$ cat src/core/fpf_pkg.sv
/*
 Package for the flash protection, fuse and completion-poll block:
 space codes, operation codes, fuse addresses, Wishbone register offsets and
 timing counts. Assumes a 125 MHz system clock.
*/
package fpf_pkg;
  localparam int          CLK_MHZ          = 125;
  // programming cycle times in microseconds, derived counts are time times CLK_MHZ
  localparam int          WR_TIME_US       = 2500;
  localparam int          AWR_TIME_US      = 5000;
  localparam int          ERS_TIME_US      = 7500;
  localparam int          WR_CYCLES        = WR_TIME_US * CLK_MHZ;
  localparam int          AWR_CYCLES       = AWR_TIME_US * CLK_MHZ;
  localparam int          ERS_CYCLES       = ERS_TIME_US * CLK_MHZ;

  localparam int          NUM_FUSES        = 11;
  localparam int          SIG_BYTES        = 128;
  localparam int          SIG_PAGE         = 64;
  localparam logic [7:0]  BYTE_ONES        = 8'hFF;
  localparam logic [7:0]  BYTE_ZERO        = 8'h00;
  localparam logic [7:0]  POLL_ERASE       = 8'h7F;
  localparam logic [7:0]  APP_SIG_BASE     = 8'h80;
  localparam logic [7:0]  RC_CAL_ADDR      = 8'h40;

  // fuse addresses inside the fuse row, except FUSE_APPPROG_EN past the last of the NUM_FUSES entries
  localparam logic [3:0]  FUSE_CS0         = 4'h0;
  localparam logic [3:0]  FUSE_CS1         = 4'h1;
  localparam logic [3:0]  FUSE_STARTUP0    = 4'h2;
  localparam logic [3:0]  FUSE_STARTUP1    = 4'h3;
  localparam logic [3:0]  FUSE_RST_EN      = 4'h4;
  localparam logic [3:0]  FUSE_BROWNOUT_EN = 4'h5;
  localparam logic [3:0]  FUSE_DEBUG_EN    = 4'h6;
  localparam logic [3:0]  FUSE_SERPROG_EN  = 4'h7;
  localparam logic [3:0]  FUSE_SIG_PROG    = 4'h8;
  localparam logic [3:0]  FUSE_APPPROG_EN  = 4'hB;

  // Wishbone register offsets (byte addresses, word aligned)
  localparam logic [7:0]  REG_CMD          = 8'h00;
  localparam logic [7:0]  REG_ADDR         = 8'h04;
  localparam logic [7:0]  REG_DATA         = 8'h08;
  localparam logic [7:0]  REG_STATUS       = 8'h0C;
  localparam logic [7:0]  REG_CONFIG       = 8'h10;
  localparam logic [7:0]  REG_RDATA        = 8'h14;

  typedef enum logic [3:0] {
    FPF_OP_NONE, FPF_OP_LOAD, FPF_OP_WRITE, FPF_OP_WRITE_AE, FPF_OP_READ,
    FPF_OP_CHIP_ERASE, FPF_OP_POR, FPF_OP_SESSION_END, FPF_OP_APP_WRITE
  } fpf_op_e;

  typedef enum logic [1:0] {
    FPF_SP_CODE, FPF_SP_FUSE, FPF_SP_LOCK, FPF_SP_SIG
  } fpf_space_e;

  typedef enum logic [1:0] {
    FPF_CLK_FAST_CRYSTAL, FPF_CLK_SLOW_CRYSTAL, FPF_CLK_EXT, FPF_CLK_RC
  } fpf_clk_e;

  typedef struct packed {
    logic [1:0] prot_level;
    fpf_clk_e   clk_sel;
    logic [1:0] startup_sel;
    logic       reset_pin_en;
    logic       serprog_en;
    logic       debug_en;
    logic       busy;
  } fpf_status_s;
endpackage : fpf_pkg

$ cat src/core/fpf_core.sv
/*
 Protection lock bytes, user fuse row, user signature array and completion
 polling, reached over a classic Wishbone slave (32-bit data).
 Assumes one synchronous clock; code flash itself lives outside, only its
 polling and access permissions are handled here.
*/
// Chosen here: the placing of the registers and the Wishbone slave port.
`timescale 1ns/1ns
// Summary of operation
// RQ1: while programming, reads of last written byte return it with MSB inverted
// RQ2: during erase, polling returns 7FH until erase ends
// RQ3: page-write poll value is the last byte loaded, not highest address
// RQ4: two lock bytes, each all ones or all zeros
// RQ5: lock bytes return to FFH only through chip erase
// RQ6: level 2 blocks programming of every space, fuses and signature too; code still accepts lock byte writes at level 2
// RQ7: level 3 also blocks code reads; signature and fuse reads still allowed
// RQ8: FF/FF level 1, 00/FF level 2, 00/00 level 3 with debug disabled
// RQ9: programmer writes fuses before raising protection level
// RQ10: eleven fuses, each at its own byte address
// RQ11: writing 00H clears a fuse, FFH leaves it unchanged
// RQ12: fuse set back to FFH only by row erase with auto-erase write
// RQ13: all fuses default to FFH
// RQ14: clock source pair selects fast, slow crystal, external or RC
// RQ15: start-up pair selects wake-up delay code
// RQ16: programming accepted right after power-on even when disabled by fuse
// RQ17: clock and start-up fuses apply only at next power-on reset
// RQ18: reset-pin and programming-enable fuses apply when session ends
// RQ19: 128-byte signature; writes need fuse and lock permission, reads always
// RQ20: chip erase clears first signature page only when fuse enabled
// RQ21: application writes signature at address plus 128 when enabled; code's FUSE_APPPROG_EN is past the fuse row and cannot be cleared
// RQ22: power-on loads RC calibration from signature byte 0040H
// RQ23: programmer sends only 00H or FFH for fuse and lock bytes
// RQ24: last loaded byte address and value are kept for polling
module fpf_core #(
  parameter int WR_CYC  = fpf_pkg::WR_CYCLES,
  parameter int AWR_CYC = fpf_pkg::AWR_CYCLES,
  parameter int ERS_CYC = fpf_pkg::ERS_CYCLES
) (
  input  wire logic        clk_i,
  input  wire logic        rst_i,
  input  wire logic        wb_cyc_i,
  input  wire logic        wb_stb_i,
  input  wire logic        wb_we_i,
  input  wire logic [7:0]  wb_adr_i,
  input  wire logic [3:0]  wb_sel_i,
  input  wire logic [31:0] wb_dat_i,
  output logic      [31:0] wb_dat_o,
  output logic             wb_ack_o,
  output logic      [7:0]  rc_cal_o,
  output logic             debug_en_o
);
  localparam int CW = 24;

  typedef enum logic [1:0] {FPF_IDLE, FPF_PROG, FPF_ERASE} fpf_st_e;

  fpf_st_e               st_ff;
  logic [CW-1:0]         cnt_ff;
  logic [7:0]            lock_ff [2];
  logic [7:0]            fuse_ff [fpf_pkg::NUM_FUSES];
  logic [7:0]            sig_ff  [fpf_pkg::SIG_BYTES];
  logic [7:0]            op_ff;
  logic [15:0]           addr_ff;
  logic [7:0]            data_ff;
  logic [15:0]           poll_addr_ff;
  logic [7:0]            poll_data_ff;
  logic                  poll_space_code_ff;
  logic [7:0]            rdata_ff;
  logic                  rd_ok_ff;
  fpf_pkg::fpf_clk_e     clk_sel_ff;
  logic [1:0]            startup_sel_ff;
  logic                  rst_pin_en_ff;
  logic                  serprog_en_ff;
  logic                  por_window_ff;
  logic                  appprog_en_ff;

  logic                  req;
  logic [1:0]            level;
  logic                  prog_ok;
  logic                  serprog_ok;
  fpf_pkg::fpf_op_e      op;
  fpf_pkg::fpf_space_e   sp;
  logic [6:0]            sidx;
  logic [3:0]            fidx;
  logic                  fuse_valid;
  logic [7:0]            nxt_rdata;
  logic                  nxt_rd_ok;

  assign req  = wb_cyc_i && wb_stb_i && !wb_ack_o;
  assign op   = fpf_pkg::fpf_op_e'(wb_dat_i[3:0]);
  assign sp   = fpf_pkg::fpf_space_e'(wb_dat_i[5:4]);
  assign sidx = addr_ff[6:0];
  assign fidx = addr_ff[3:0];
  assign fuse_valid = (addr_ff[15:4] == 12'h000) && (fidx < 4'(fpf_pkg::NUM_FUSES));

  // level from lock bytes: index 0 gates level 2, index 1 level 3
  assign level = (lock_ff[0] == fpf_pkg::BYTE_ONES) ? 2'd1 :       // RQ8
                 (lock_ff[1] == fpf_pkg::BYTE_ONES) ? 2'd2 : 2'd3; // RQ8
  assign prog_ok = (level == 2'd1);                                // RQ6
  assign serprog_ok = serprog_en_ff || por_window_ff;              // RQ16

  // command register write launches an operation
  logic cmd_go;
  assign cmd_go = req && wb_we_i && (wb_adr_i == fpf_pkg::REG_CMD) && wb_sel_i[0];

  always_ff @(posedge clk_i) begin
    if (rst_i) begin
      wb_ack_o <= 1'b0;
    end else begin
      wb_ack_o <= req;
    end
  end

  always_ff @(posedge clk_i) begin
    if (rst_i) begin
      addr_ff <= 16'h0000;
      data_ff <= 8'h00;
    end else if (req && wb_we_i) begin
      if (wb_adr_i == fpf_pkg::REG_ADDR && wb_sel_i[0]) begin
        addr_ff[7:0] <= wb_dat_i[7:0];
      end
      if (wb_adr_i == fpf_pkg::REG_ADDR && wb_sel_i[1]) begin
        addr_ff[15:8] <= wb_dat_i[15:8];
      end
      if (wb_adr_i == fpf_pkg::REG_DATA && wb_sel_i[0]) begin
        data_ff <= wb_dat_i[7:0];
      end
    end
  end

  // busy timer; while busy only read, power-on and session-end commands still act
  always_ff @(posedge clk_i) begin
    if (rst_i) begin
      st_ff  <= FPF_IDLE;
      cnt_ff <= '0;
    end else begin
      case (st_ff)
        FPF_IDLE: begin
          if (cmd_go && serprog_ok && prog_ok && op == fpf_pkg::FPF_OP_WRITE) begin
            st_ff  <= FPF_PROG;
            cnt_ff <= CW'(WR_CYC - 1);
          end else if (cmd_go && serprog_ok && prog_ok && op == fpf_pkg::FPF_OP_WRITE_AE) begin
            st_ff  <= FPF_PROG;
            cnt_ff <= CW'(AWR_CYC - 1);
          end else if (cmd_go && serprog_ok && op == fpf_pkg::FPF_OP_CHIP_ERASE) begin
            st_ff  <= FPF_ERASE;
            cnt_ff <= CW'(ERS_CYC - 1);
          end
        end
        default: begin
          if (cnt_ff == '0) begin
            st_ff <= FPF_IDLE;
          end else begin
            cnt_ff <= cnt_ff - 1'b1;
          end
        end
      endcase
    end
  end

  // last loaded byte is the poll reference
  always_ff @(posedge clk_i) begin
    if (rst_i) begin
      poll_addr_ff       <= 16'h0000;
      poll_data_ff       <= 8'h00;
      poll_space_code_ff <= 1'b0;
    end else if (cmd_go && st_ff == FPF_IDLE && op == fpf_pkg::FPF_OP_LOAD) begin
      poll_addr_ff       <= addr_ff;  // RQ24
      poll_data_ff       <= data_ff;  // RQ3
      poll_space_code_ff <= (sp == fpf_pkg::FPF_SP_CODE);
    end
  end

  // lock bytes
  always_ff @(posedge clk_i) begin
    if (rst_i) begin
      lock_ff[0] <= fpf_pkg::BYTE_ONES;
      lock_ff[1] <= fpf_pkg::BYTE_ONES;
    end else if (cmd_go && st_ff == FPF_IDLE && serprog_ok) begin
      if (op == fpf_pkg::FPF_OP_CHIP_ERASE) begin
        lock_ff[0] <= fpf_pkg::BYTE_ONES;  // RQ5
        lock_ff[1] <= fpf_pkg::BYTE_ONES;  // RQ5
      end else if ((op == fpf_pkg::FPF_OP_WRITE || op == fpf_pkg::FPF_OP_WRITE_AE) && sp == fpf_pkg::FPF_SP_LOCK
                   && addr_ff[15:1] == 15'h0000 && data_ff == fpf_pkg::BYTE_ZERO) begin
        lock_ff[addr_ff[0]] <= fpf_pkg::BYTE_ZERO;  // RQ4
      end
    end
  end

  // fuse row: clear on 00H, keep on FFH, auto-erase sets row first
  genvar gi;
  generate
    for (gi = 0; gi < fpf_pkg::NUM_FUSES; gi++) begin : g_fuse
      always_ff @(posedge clk_i) begin
        if (rst_i) begin
          fuse_ff[gi] <= fpf_pkg::BYTE_ONES;  // RQ13
        end else if (cmd_go && st_ff == FPF_IDLE && serprog_ok && prog_ok && sp == fpf_pkg::FPF_SP_FUSE) begin
          if (fuse_valid && fidx == 4'(gi) && data_ff == fpf_pkg::BYTE_ZERO
              && (op == fpf_pkg::FPF_OP_WRITE || op == fpf_pkg::FPF_OP_WRITE_AE)) begin
            fuse_ff[gi] <= fpf_pkg::BYTE_ZERO;  // RQ10 RQ11
          end else if (op == fpf_pkg::FPF_OP_WRITE_AE) begin
            fuse_ff[gi] <= fpf_pkg::BYTE_ONES;  // RQ12
          end
        end
      end
    end
  endgenerate

  // signature array; no reset, nonvolatile contents
  always_ff @(posedge clk_i) begin
    if (cmd_go && st_ff == FPF_IDLE) begin
      if (op == fpf_pkg::FPF_OP_APP_WRITE && appprog_en_ff && addr_ff[15:7] == 9'h001) begin
        sig_ff[sidx] <= data_ff;  // RQ21
      end else if (serprog_ok && prog_ok && fuse_ff[fpf_pkg::FUSE_SIG_PROG] == fpf_pkg::BYTE_ZERO) begin
        if ((op == fpf_pkg::FPF_OP_WRITE || op == fpf_pkg::FPF_OP_WRITE_AE)
            && sp == fpf_pkg::FPF_SP_SIG && addr_ff[15:7] == 9'h000) begin
          sig_ff[sidx] <= data_ff;  // RQ19
        end
      end
      if (op == fpf_pkg::FPF_OP_CHIP_ERASE && serprog_ok && fuse_ff[fpf_pkg::FUSE_SIG_PROG] == fpf_pkg::BYTE_ZERO) begin
        for (int i = 0; i < fpf_pkg::SIG_PAGE; i++) begin
          sig_ff[i] <= fpf_pkg::BYTE_ONES;  // RQ20
        end
      end
    end
  end

  // power-on applies clock/start-up fuses and calibration
  always_ff @(posedge clk_i) begin
    if (rst_i) begin
      clk_sel_ff <= fpf_pkg::FPF_CLK_RC;
      startup_sel_ff <= 2'b11;
      rc_cal_o   <= 8'h00;
      debug_en_o <= 1'b0;
    end else begin
      debug_en_o <= (level != 2'd3) && (fuse_ff[fpf_pkg::FUSE_DEBUG_EN] == fpf_pkg::BYTE_ZERO);  // RQ8
      if (cmd_go && op == fpf_pkg::FPF_OP_POR) begin
        clk_sel_ff <= fpf_pkg::fpf_clk_e'({fuse_ff[fpf_pkg::FUSE_CS0][0], fuse_ff[fpf_pkg::FUSE_CS1][0]});  // RQ14 RQ17
        startup_sel_ff <= {fuse_ff[fpf_pkg::FUSE_STARTUP0][0], fuse_ff[fpf_pkg::FUSE_STARTUP1][0]};  // RQ15 RQ17
        rc_cal_o   <= sig_ff[fpf_pkg::RC_CAL_ADDR[6:0]];  // RQ22
      end
    end
  end

  // session-end fuses; power-on opens the programming window
  always_ff @(posedge clk_i) begin
    if (rst_i) begin
      rst_pin_en_ff <= 1'b1;
      serprog_en_ff <= 1'b1;
      appprog_en_ff <= 1'b0;
      por_window_ff <= 1'b1;
    end else if (cmd_go) begin
      if (op == fpf_pkg::FPF_OP_SESSION_END) begin
        rst_pin_en_ff <= fuse_ff[fpf_pkg::FUSE_RST_EN] == fpf_pkg::BYTE_ONES;  // RQ18
        serprog_en_ff <= fuse_ff[fpf_pkg::FUSE_SERPROG_EN] == fpf_pkg::BYTE_ONES;  // RQ18
        appprog_en_ff <= fuse_ff[fpf_pkg::FUSE_APPPROG_EN] == fpf_pkg::BYTE_ZERO;
        por_window_ff <= 1'b0;
      end else if (op == fpf_pkg::FPF_OP_POR) begin
        por_window_ff <= 1'b1;  // RQ16
        appprog_en_ff <= fuse_ff[fpf_pkg::FUSE_APPPROG_EN] == fpf_pkg::BYTE_ZERO;
      end
    end
  end

  // read path, one byte per read command
  always_comb begin
    nxt_rdata = fpf_pkg::BYTE_ONES;
    nxt_rd_ok = 1'b1;
    case (sp)
      fpf_pkg::FPF_SP_FUSE: nxt_rdata = fuse_valid ? fuse_ff[fidx] : fpf_pkg::BYTE_ONES;
      fpf_pkg::FPF_SP_LOCK: nxt_rdata = (addr_ff[15:1] == 15'h0000) ? lock_ff[addr_ff[0]] : fpf_pkg::BYTE_ONES;
      fpf_pkg::FPF_SP_SIG:  nxt_rdata = sig_ff[sidx];  // RQ19
      default: begin
        nxt_rd_ok = (level != 2'd3);  // RQ7
        nxt_rdata = fpf_pkg::BYTE_ONES;
      end
    endcase
    if (st_ff == FPF_ERASE) begin
      nxt_rdata = fpf_pkg::POLL_ERASE;  // RQ2
    end else if (st_ff == FPF_PROG && addr_ff == poll_addr_ff
                 && (sp == fpf_pkg::FPF_SP_CODE) == poll_space_code_ff) begin
      nxt_rdata = {~poll_data_ff[7], poll_data_ff[6:0]};  // RQ1
      nxt_rd_ok = 1'b1;
    end
  end

  always_ff @(posedge clk_i) begin
    if (rst_i) begin
      rdata_ff <= 8'h00;
      rd_ok_ff <= 1'b0;
    end else if (cmd_go && op == fpf_pkg::FPF_OP_READ) begin
      rdata_ff <= nxt_rd_ok ? nxt_rdata : 8'h00;
      rd_ok_ff <= nxt_rd_ok;
    end
  end

  fpf_pkg::fpf_status_s status;
  assign status = '{prot_level: level, clk_sel: clk_sel_ff, startup_sel: startup_sel_ff, reset_pin_en: rst_pin_en_ff,
                    serprog_en: serprog_ok, debug_en: debug_en_o, busy: (st_ff != FPF_IDLE)};

  always_ff @(posedge clk_i) begin
    if (rst_i) begin
      wb_dat_o <= 32'h0000_0000;
    end else if (req && !wb_we_i) begin
      if (wb_adr_i == fpf_pkg::REG_ADDR) begin
        wb_dat_o <= {16'h0000, addr_ff};
      end else if (wb_adr_i == fpf_pkg::REG_DATA) begin
        wb_dat_o <= {24'h000000, data_ff};
      end else if (wb_adr_i == fpf_pkg::REG_STATUS) begin
        wb_dat_o <= {22'h000000, status};
      end else if (wb_adr_i == fpf_pkg::REG_RDATA) begin
        wb_dat_o <= {23'h000000, rd_ok_ff, rdata_ff};
      end else begin
        wb_dat_o <= 32'h0000_0000;
      end
    end
  end
endmodule : fpf_core

$ cat config.mk
export PLATFORM = sky130hd
export DESIGN_NAME = fpf_core
export DESIGN_NICKNAME = d
export VERILOG_FILES = /design/src/core/fpf_pkg.sv /design/src/core/fpf_core.sv
export SDC_FILE = /design/constraint.sdc
export NUM_CORES = 2
export LEC_CHECK = 0
export ABC_AREA = 1
export BUFFER_PORTS_ARGS = -buffer_cell sky130_fd_sc_hd__buf_2
export CAP_MARGIN = 0
export CORE_UTILIZATION = 40
export CTS_CLUSTER_DIAMETER = 30
export DETAILED_ROUTE_END_ITERATION = 6
export GPL_TIMING_DRIVEN = 0
export REMOVE_ABC_BUFFERS = 1
export SYNTH_ARGS = -nofsm -noshare
export SYNTH_HDL_FRONTEND = slang
export SYNTH_SLANG_ARGS = --single-unit
$ cat constraint.sdc
create_clock -name clk_i -period 4.51 [get_ports clk_i]
set_input_delay 0.902 -clock clk_i [delete_from_list [all_inputs] [get_ports clk_i]]
set_output_delay 0.902 -clock clk_i [all_outputs]
set_load 0.01 [all_outputs]
==> Word level (Yosys, flattened, before mapping) <==
Memories as Yosys holds them, arrays and structs flattened. A register that Yosys moved wholly into a read port is not among the register bits.
Cells that the tools add are included.
{ "op_classes": {"magnitude_cmp": 1, "reduce_logical": 98, "mul": 0, "n_mux": 177, "n_eq_ne": 38, "n_addsub": 1, "div_mod_pow": 0, "n_bitwise": 26, "n_shift": 0} }
{ "ops": {"columns": ["operator", "count"], "rows": [
  ["two-way mux 8 bit", 32],
  ["two-way mux 1 bit", 124],
  ["two-way mux 24 bit", 5],
  ["logical AND 1 bit", 69],
  ["logical NOT 8 bit", 5],
  ["equality test 4 x 3 -> 1 bit (second input constant)", 8],
  ["equality test 8 bit (second input constant)", 4],
  ["bitwise OR 1 bit", 25],
  ["logical NOT 24 bit", 1],
  ["one-hot mux 8 bit (3 select lines)", 1],
  ["subtractor 24 x 1 -> 24 bit (second input constant)", 1],
  ["two-way mux 7 bit", 3],
  ["two-way mux 10 bit", 2],
  ["equality test 16 bit", 1],
  ["equality test 4 x 2 -> 1 bit (second input constant)", 4],
  ["equality test 4 bit (second input constant)", 4],
  ["equality test 8 x 4 -> 1 bit (second input constant)", 2],
  ["two-way mux 16 bit", 1],
  ["OR reduction 8 bit", 2],
  ["logical NOT 15 bit", 1],
  ["AND reduction 2 bit", 7],
  ["logical NOT 12 bit", 1],
  ["two-way mux 2 bit", 6],
  ["equality test 9 x 1 -> 1 bit (second input constant)", 1],
  ["other kinds (20)", 31]
]} }
{ "totals": {"rom_bits": 0, "reg_bits": 122, "n_memories": 3, "ram_bits": 1128, "input_bits": 49, "output_inout_bits": 42, "latch_bits": 0, "wordCells": 361} }
{ "mem_list": {"columns": ["memory", "depth", "word_bits", "read_ports", "rd_clocked_by_memory_dff", "wr", "line", "rtl"], "rows": [
  ["sig_ff", 128, 8, 2, 2, 64, "fpf_core.sv:60", "logic [7:0] sig_ff [fpf_pkg::SIG_BYTES];"],
  ["fuse_ff", 11, 8, 10, 5, 11, "fpf_core.sv:59", "logic [7:0] fuse_ff [fpf_pkg::NUM_FUSES];"],
  ["lock_ff", 2, 8, 3, 1, 2, "fpf_core.sv:58", "logic [7:0] lock_ff [2];"]
]} }

==> Longest topological paths before layout <==
{ "logic_depth": {"ltp_word": 14, "mapped_depth": 16, "depth_no_buf": 14} }

==> Least setup slack after synthesis <==
No wires, ideal clock.
{ "synth_timing": {"kind": "input -> register", "startpoint": "in wb_sel_i[0]", "endpoint": "mem sig_ff[105][0] (enable)", "path_slack_ps": 1607, "setup_ps": 370, "t_required_ps": 4140, "cell_stages": 8, "arrival_time_ps": 2533, "path_buffers": 0, "path_cell_list": "inv_1 -> nor4_2 -> nand3_1 -> nor4_2 -> nand4_1 -> nor2_1 -> nand2_1 -> nor2_1"} }
{ "synth_rtl": {"columns": ["element", "line", "rtl"], "rows": [
  ["from (decl)", "fpf_core.sv:45", "input wire logic [3:0] wb_sel_i,"],
  ["to (decl)", "fpf_core.sv:60", null]
]} }

==> results.toml <==
[synth]
yosys.area_share.xor_xnor_pct = 0.3212
syn_area_per_cell_um2 = 8.940
ys_warn_count = 0
synth-simple-area-share_pct = 27.04
synth_top_area_share_pct = 30.32
yosys-top-cells-area = "edfxtp_1 (30%), dfxtp_1 (25%), nand2_1 (14%)"
synth_compound_area_share_pct = 12.53
syn_inst = 5794
ys_seq_area_share_pct = 54.97
synth_top_family_by_area = "simple AND/OR/NAND/NOR gates"
yosys_most_used_dff = "dfxtp_1"
synth_area_um2 = 51800
yosysUniqueCellTypes = 45
synth_area_leader_cell = "edfxtp_1"
synth.area.mux_share_pct = 0
yosys_register_bits = 1161
synthAdderAreaFrac_pct = 0.04831
synth_edf_count = 523
synthArstFlopShare_pct = 0

[global_route]
grt_pass1_vias = 39210
grt_max_degree = 123
grt_first_pass_wirelength_mm = 229.6
antenna_found_initial = 0
grt.total_usage_pct = 22.26
grt_overflow_total = 0

[power_and_ir_drop]
ir_drop_mv = 0.3880
power_switching_w = 0.005859
combinationalPowerShare_pct = 1.5
pwr-share-seq_pct = 39.2
p_leak_nw = 23.52
switching_share_pct = 20.93
intPower_w = 0.02214
power.density_nw_per_um2 = 455.7
clkPwrFrac_pct = 59.3

[worst_setup_path]
path_cells = "nor2_2, inv_2, nor4_2, nand4_1, nor2_1, nand2_1, nor2_1"
endpoint_kind = "flip-flop"
crit_type = "reg2reg"
critPathLaunchType = "flip-flop"
slowest_delay_ns = 0.93
crit_slowest_cell = "nor2_1"
critPathMaxFanout = 19
required_ns = 4.93
cp_common_cell = "nor2_1"
arrival_ns = 4.89

[layout]
area_growth_pct = 18.58
final_cell_area_um2 = 61430
drive_gt1_share_pct = 15.30
antenna_cells = 0
n_fill_cell = 11810
fin_nets = 5741
multiInputGateArea_um2 = 20790
register_area_um2 = 28520
final_core_util_pct = 47.98

[sta]
rsz0062_at_grt = "true"
max_freq_ghz = 0.2234
fin_crit_ns = 4.475
worstMarginPinSlew_ns = 1.071
fin_ws_ns = 0.03454
final_max_slew_viol_count = 0
skew_ns = 0.02851
setup_viol = 0
finalHoldViolations = 0
maxSlewHeadroom_pct = 28.31
tns_ns = 0
fin_crit_sh_pct = 99.23

[place]
globalplace.congestion = 0.8859
placed_area_um2 = 53820
post-dp-hpwl_mm = 84.58
place_ws_ns = 0.1289
port_buffers = 56

[routing]
drt-initial-drc-count = 3979
route.antenna.remaining_nets = 0
dr.pass1.iters = 5
wire_per_inst_um = 19.53
vias = 41120
via_per_inst = 5.409
routed_wl_mm = 148.5
drc = 0

[floorplan]
die_x_um = 361.9
coreArea_um2 = 128000
die-area_um2 = 130900
ios = 91
num_rows = 131
initial_utilization_pct = 40.47
die_height_um = 361.9

[clock_network]
cts_root_buf = "clkbuf_16"
cts_resized = 0
clock_latency_ns = 0.82
cts_max_level = 4
path_clk_slew_ns = 0.05
cts_buffer_depth = 3
cts_tree = "built"
cts_made_buffers = 213
cts_sinks = 1161
cts_setup_buffers = 0
cts-hold-fix-buffers = 0

[worst_hold_path]
hp-class = "in2reg"

[job]
max_cap_viol_count = 0

[run_status]
status = "complete, no violations"
## kinds of logic after synthesis
kind of cell	count (synthesis)
flops	1161
xor+xnor	19
buf+inv	603
other cells	1
simple gates	3273
compound gates	735
fa+ha+maj	2
## cell usage in the layout, fill, tap and decap left out, types with 31 or more instances in the layout
cell type,n
o211ai_2,287
nand2_2,50
buf_8,31
clkbuf_16,218
o211ai_1,235
nand3_1,988
o21ai_0,95
dfxtp_1,625
bufinv_16,35
inv_1,114
nor3_1,41
buf_16,34
edfxtp_1,523
nor2_1,254
buf_2,56
nand2_1,1864
clkinv_2,43
a21oi_1,87
## layout make-up
class	count	area share, %
inverter	140	0.9248
tap	1729	3.522
sequential	1161	46.43
clock inverter	139	2.956
clock buffer	260	9.348
multi-input combinational	4045	33.84
timing repair buffer	129	2.978
## state kept, by name, summed over array words and instances (netlist names), 2 cells and up, named ones only
name and count:
clk_sel_ff 2, poll_data_ff 8, st_ff 2, addr_ff 16, data_ff 8, sig_ff 1024
startup_sel_ff 2, rc_cal_o 8, poll_addr_ff 16, wb_dat_o 16, cnt_ff 24, fuse_ff 11
lock_ff 2, rdata_ff 8
## cell usage after synthesis (all sizes together) (29+ instances only)
cell       n
nand2   1920
nand3    989
dfxtp    638
edfxtp   523
o211ai   522
nor2     270
clkbuf   253
buf      210
inv      136
o21ai    102
a21oi     87
nor3      43
nand4     29
## path summary, 6_finish.rpt
| path | start | endpoint | slack (ns) | cells after the start |
|---|---|---|---|---|
| worst max-delay path | st_ff[0] | sig_ff[89][5] | 0.03 | 7 |
| worst min-delay path | wb_dat_i[10] | addr_ff[10] | 0.33 | 3 |
| worst max register to register | st_ff[0] | sig_ff[89][5] | 0.03 | 7 |
| worst min register to register | poll_data_ff[2] | poll_data_ff[2] | 0.44 | 2 |
## power groups by stage
stage                     clock, W  combinational (W)  sequential [W]
after floorplan                  0           0.000293          0.0112
after global placement           0           0.000400          0.0112
after detailed placement         0           0.000407          0.0112
after CTS                   0.0168           0.000410          0.0110
after global routing        0.0173           0.000467          0.0110
final                       0.0166           0.000414          0.0110
## critical path, delay by kind of cell (launching register included)
family                 cells  cell delay, ns
and+or+nand+nor            6            3.40
buffers and inverters      1            0.35
DFF                        1            0.34
## per-layer routing
layer | GRT usage [%] | routed length [um] | up-vias
met4 | 8.350 | 4341 | 0
met2 | 35.54 | 69210 | 1415
met3 | 3.735 | 9999 | 269
met1 | 30.18 | 64910 | 19590
li1 | - | - | 19850
met5 | 0 | 0 | -
## through the flow
stage          power (W)  cells  hold WS (ns)
2_1_floorplan    0.01147   5346        0.4149
3_3_place_gp     0.01158   7131        0.4329
3_5_place_dp     0.01158   7203        0.4363
4_1_cts          0.02818   7602        0.2904
5_1_grt          0.02875   7603        0.3329
6_report         0.02799   7603        0.3345
(Power assumes the default switching activity.)
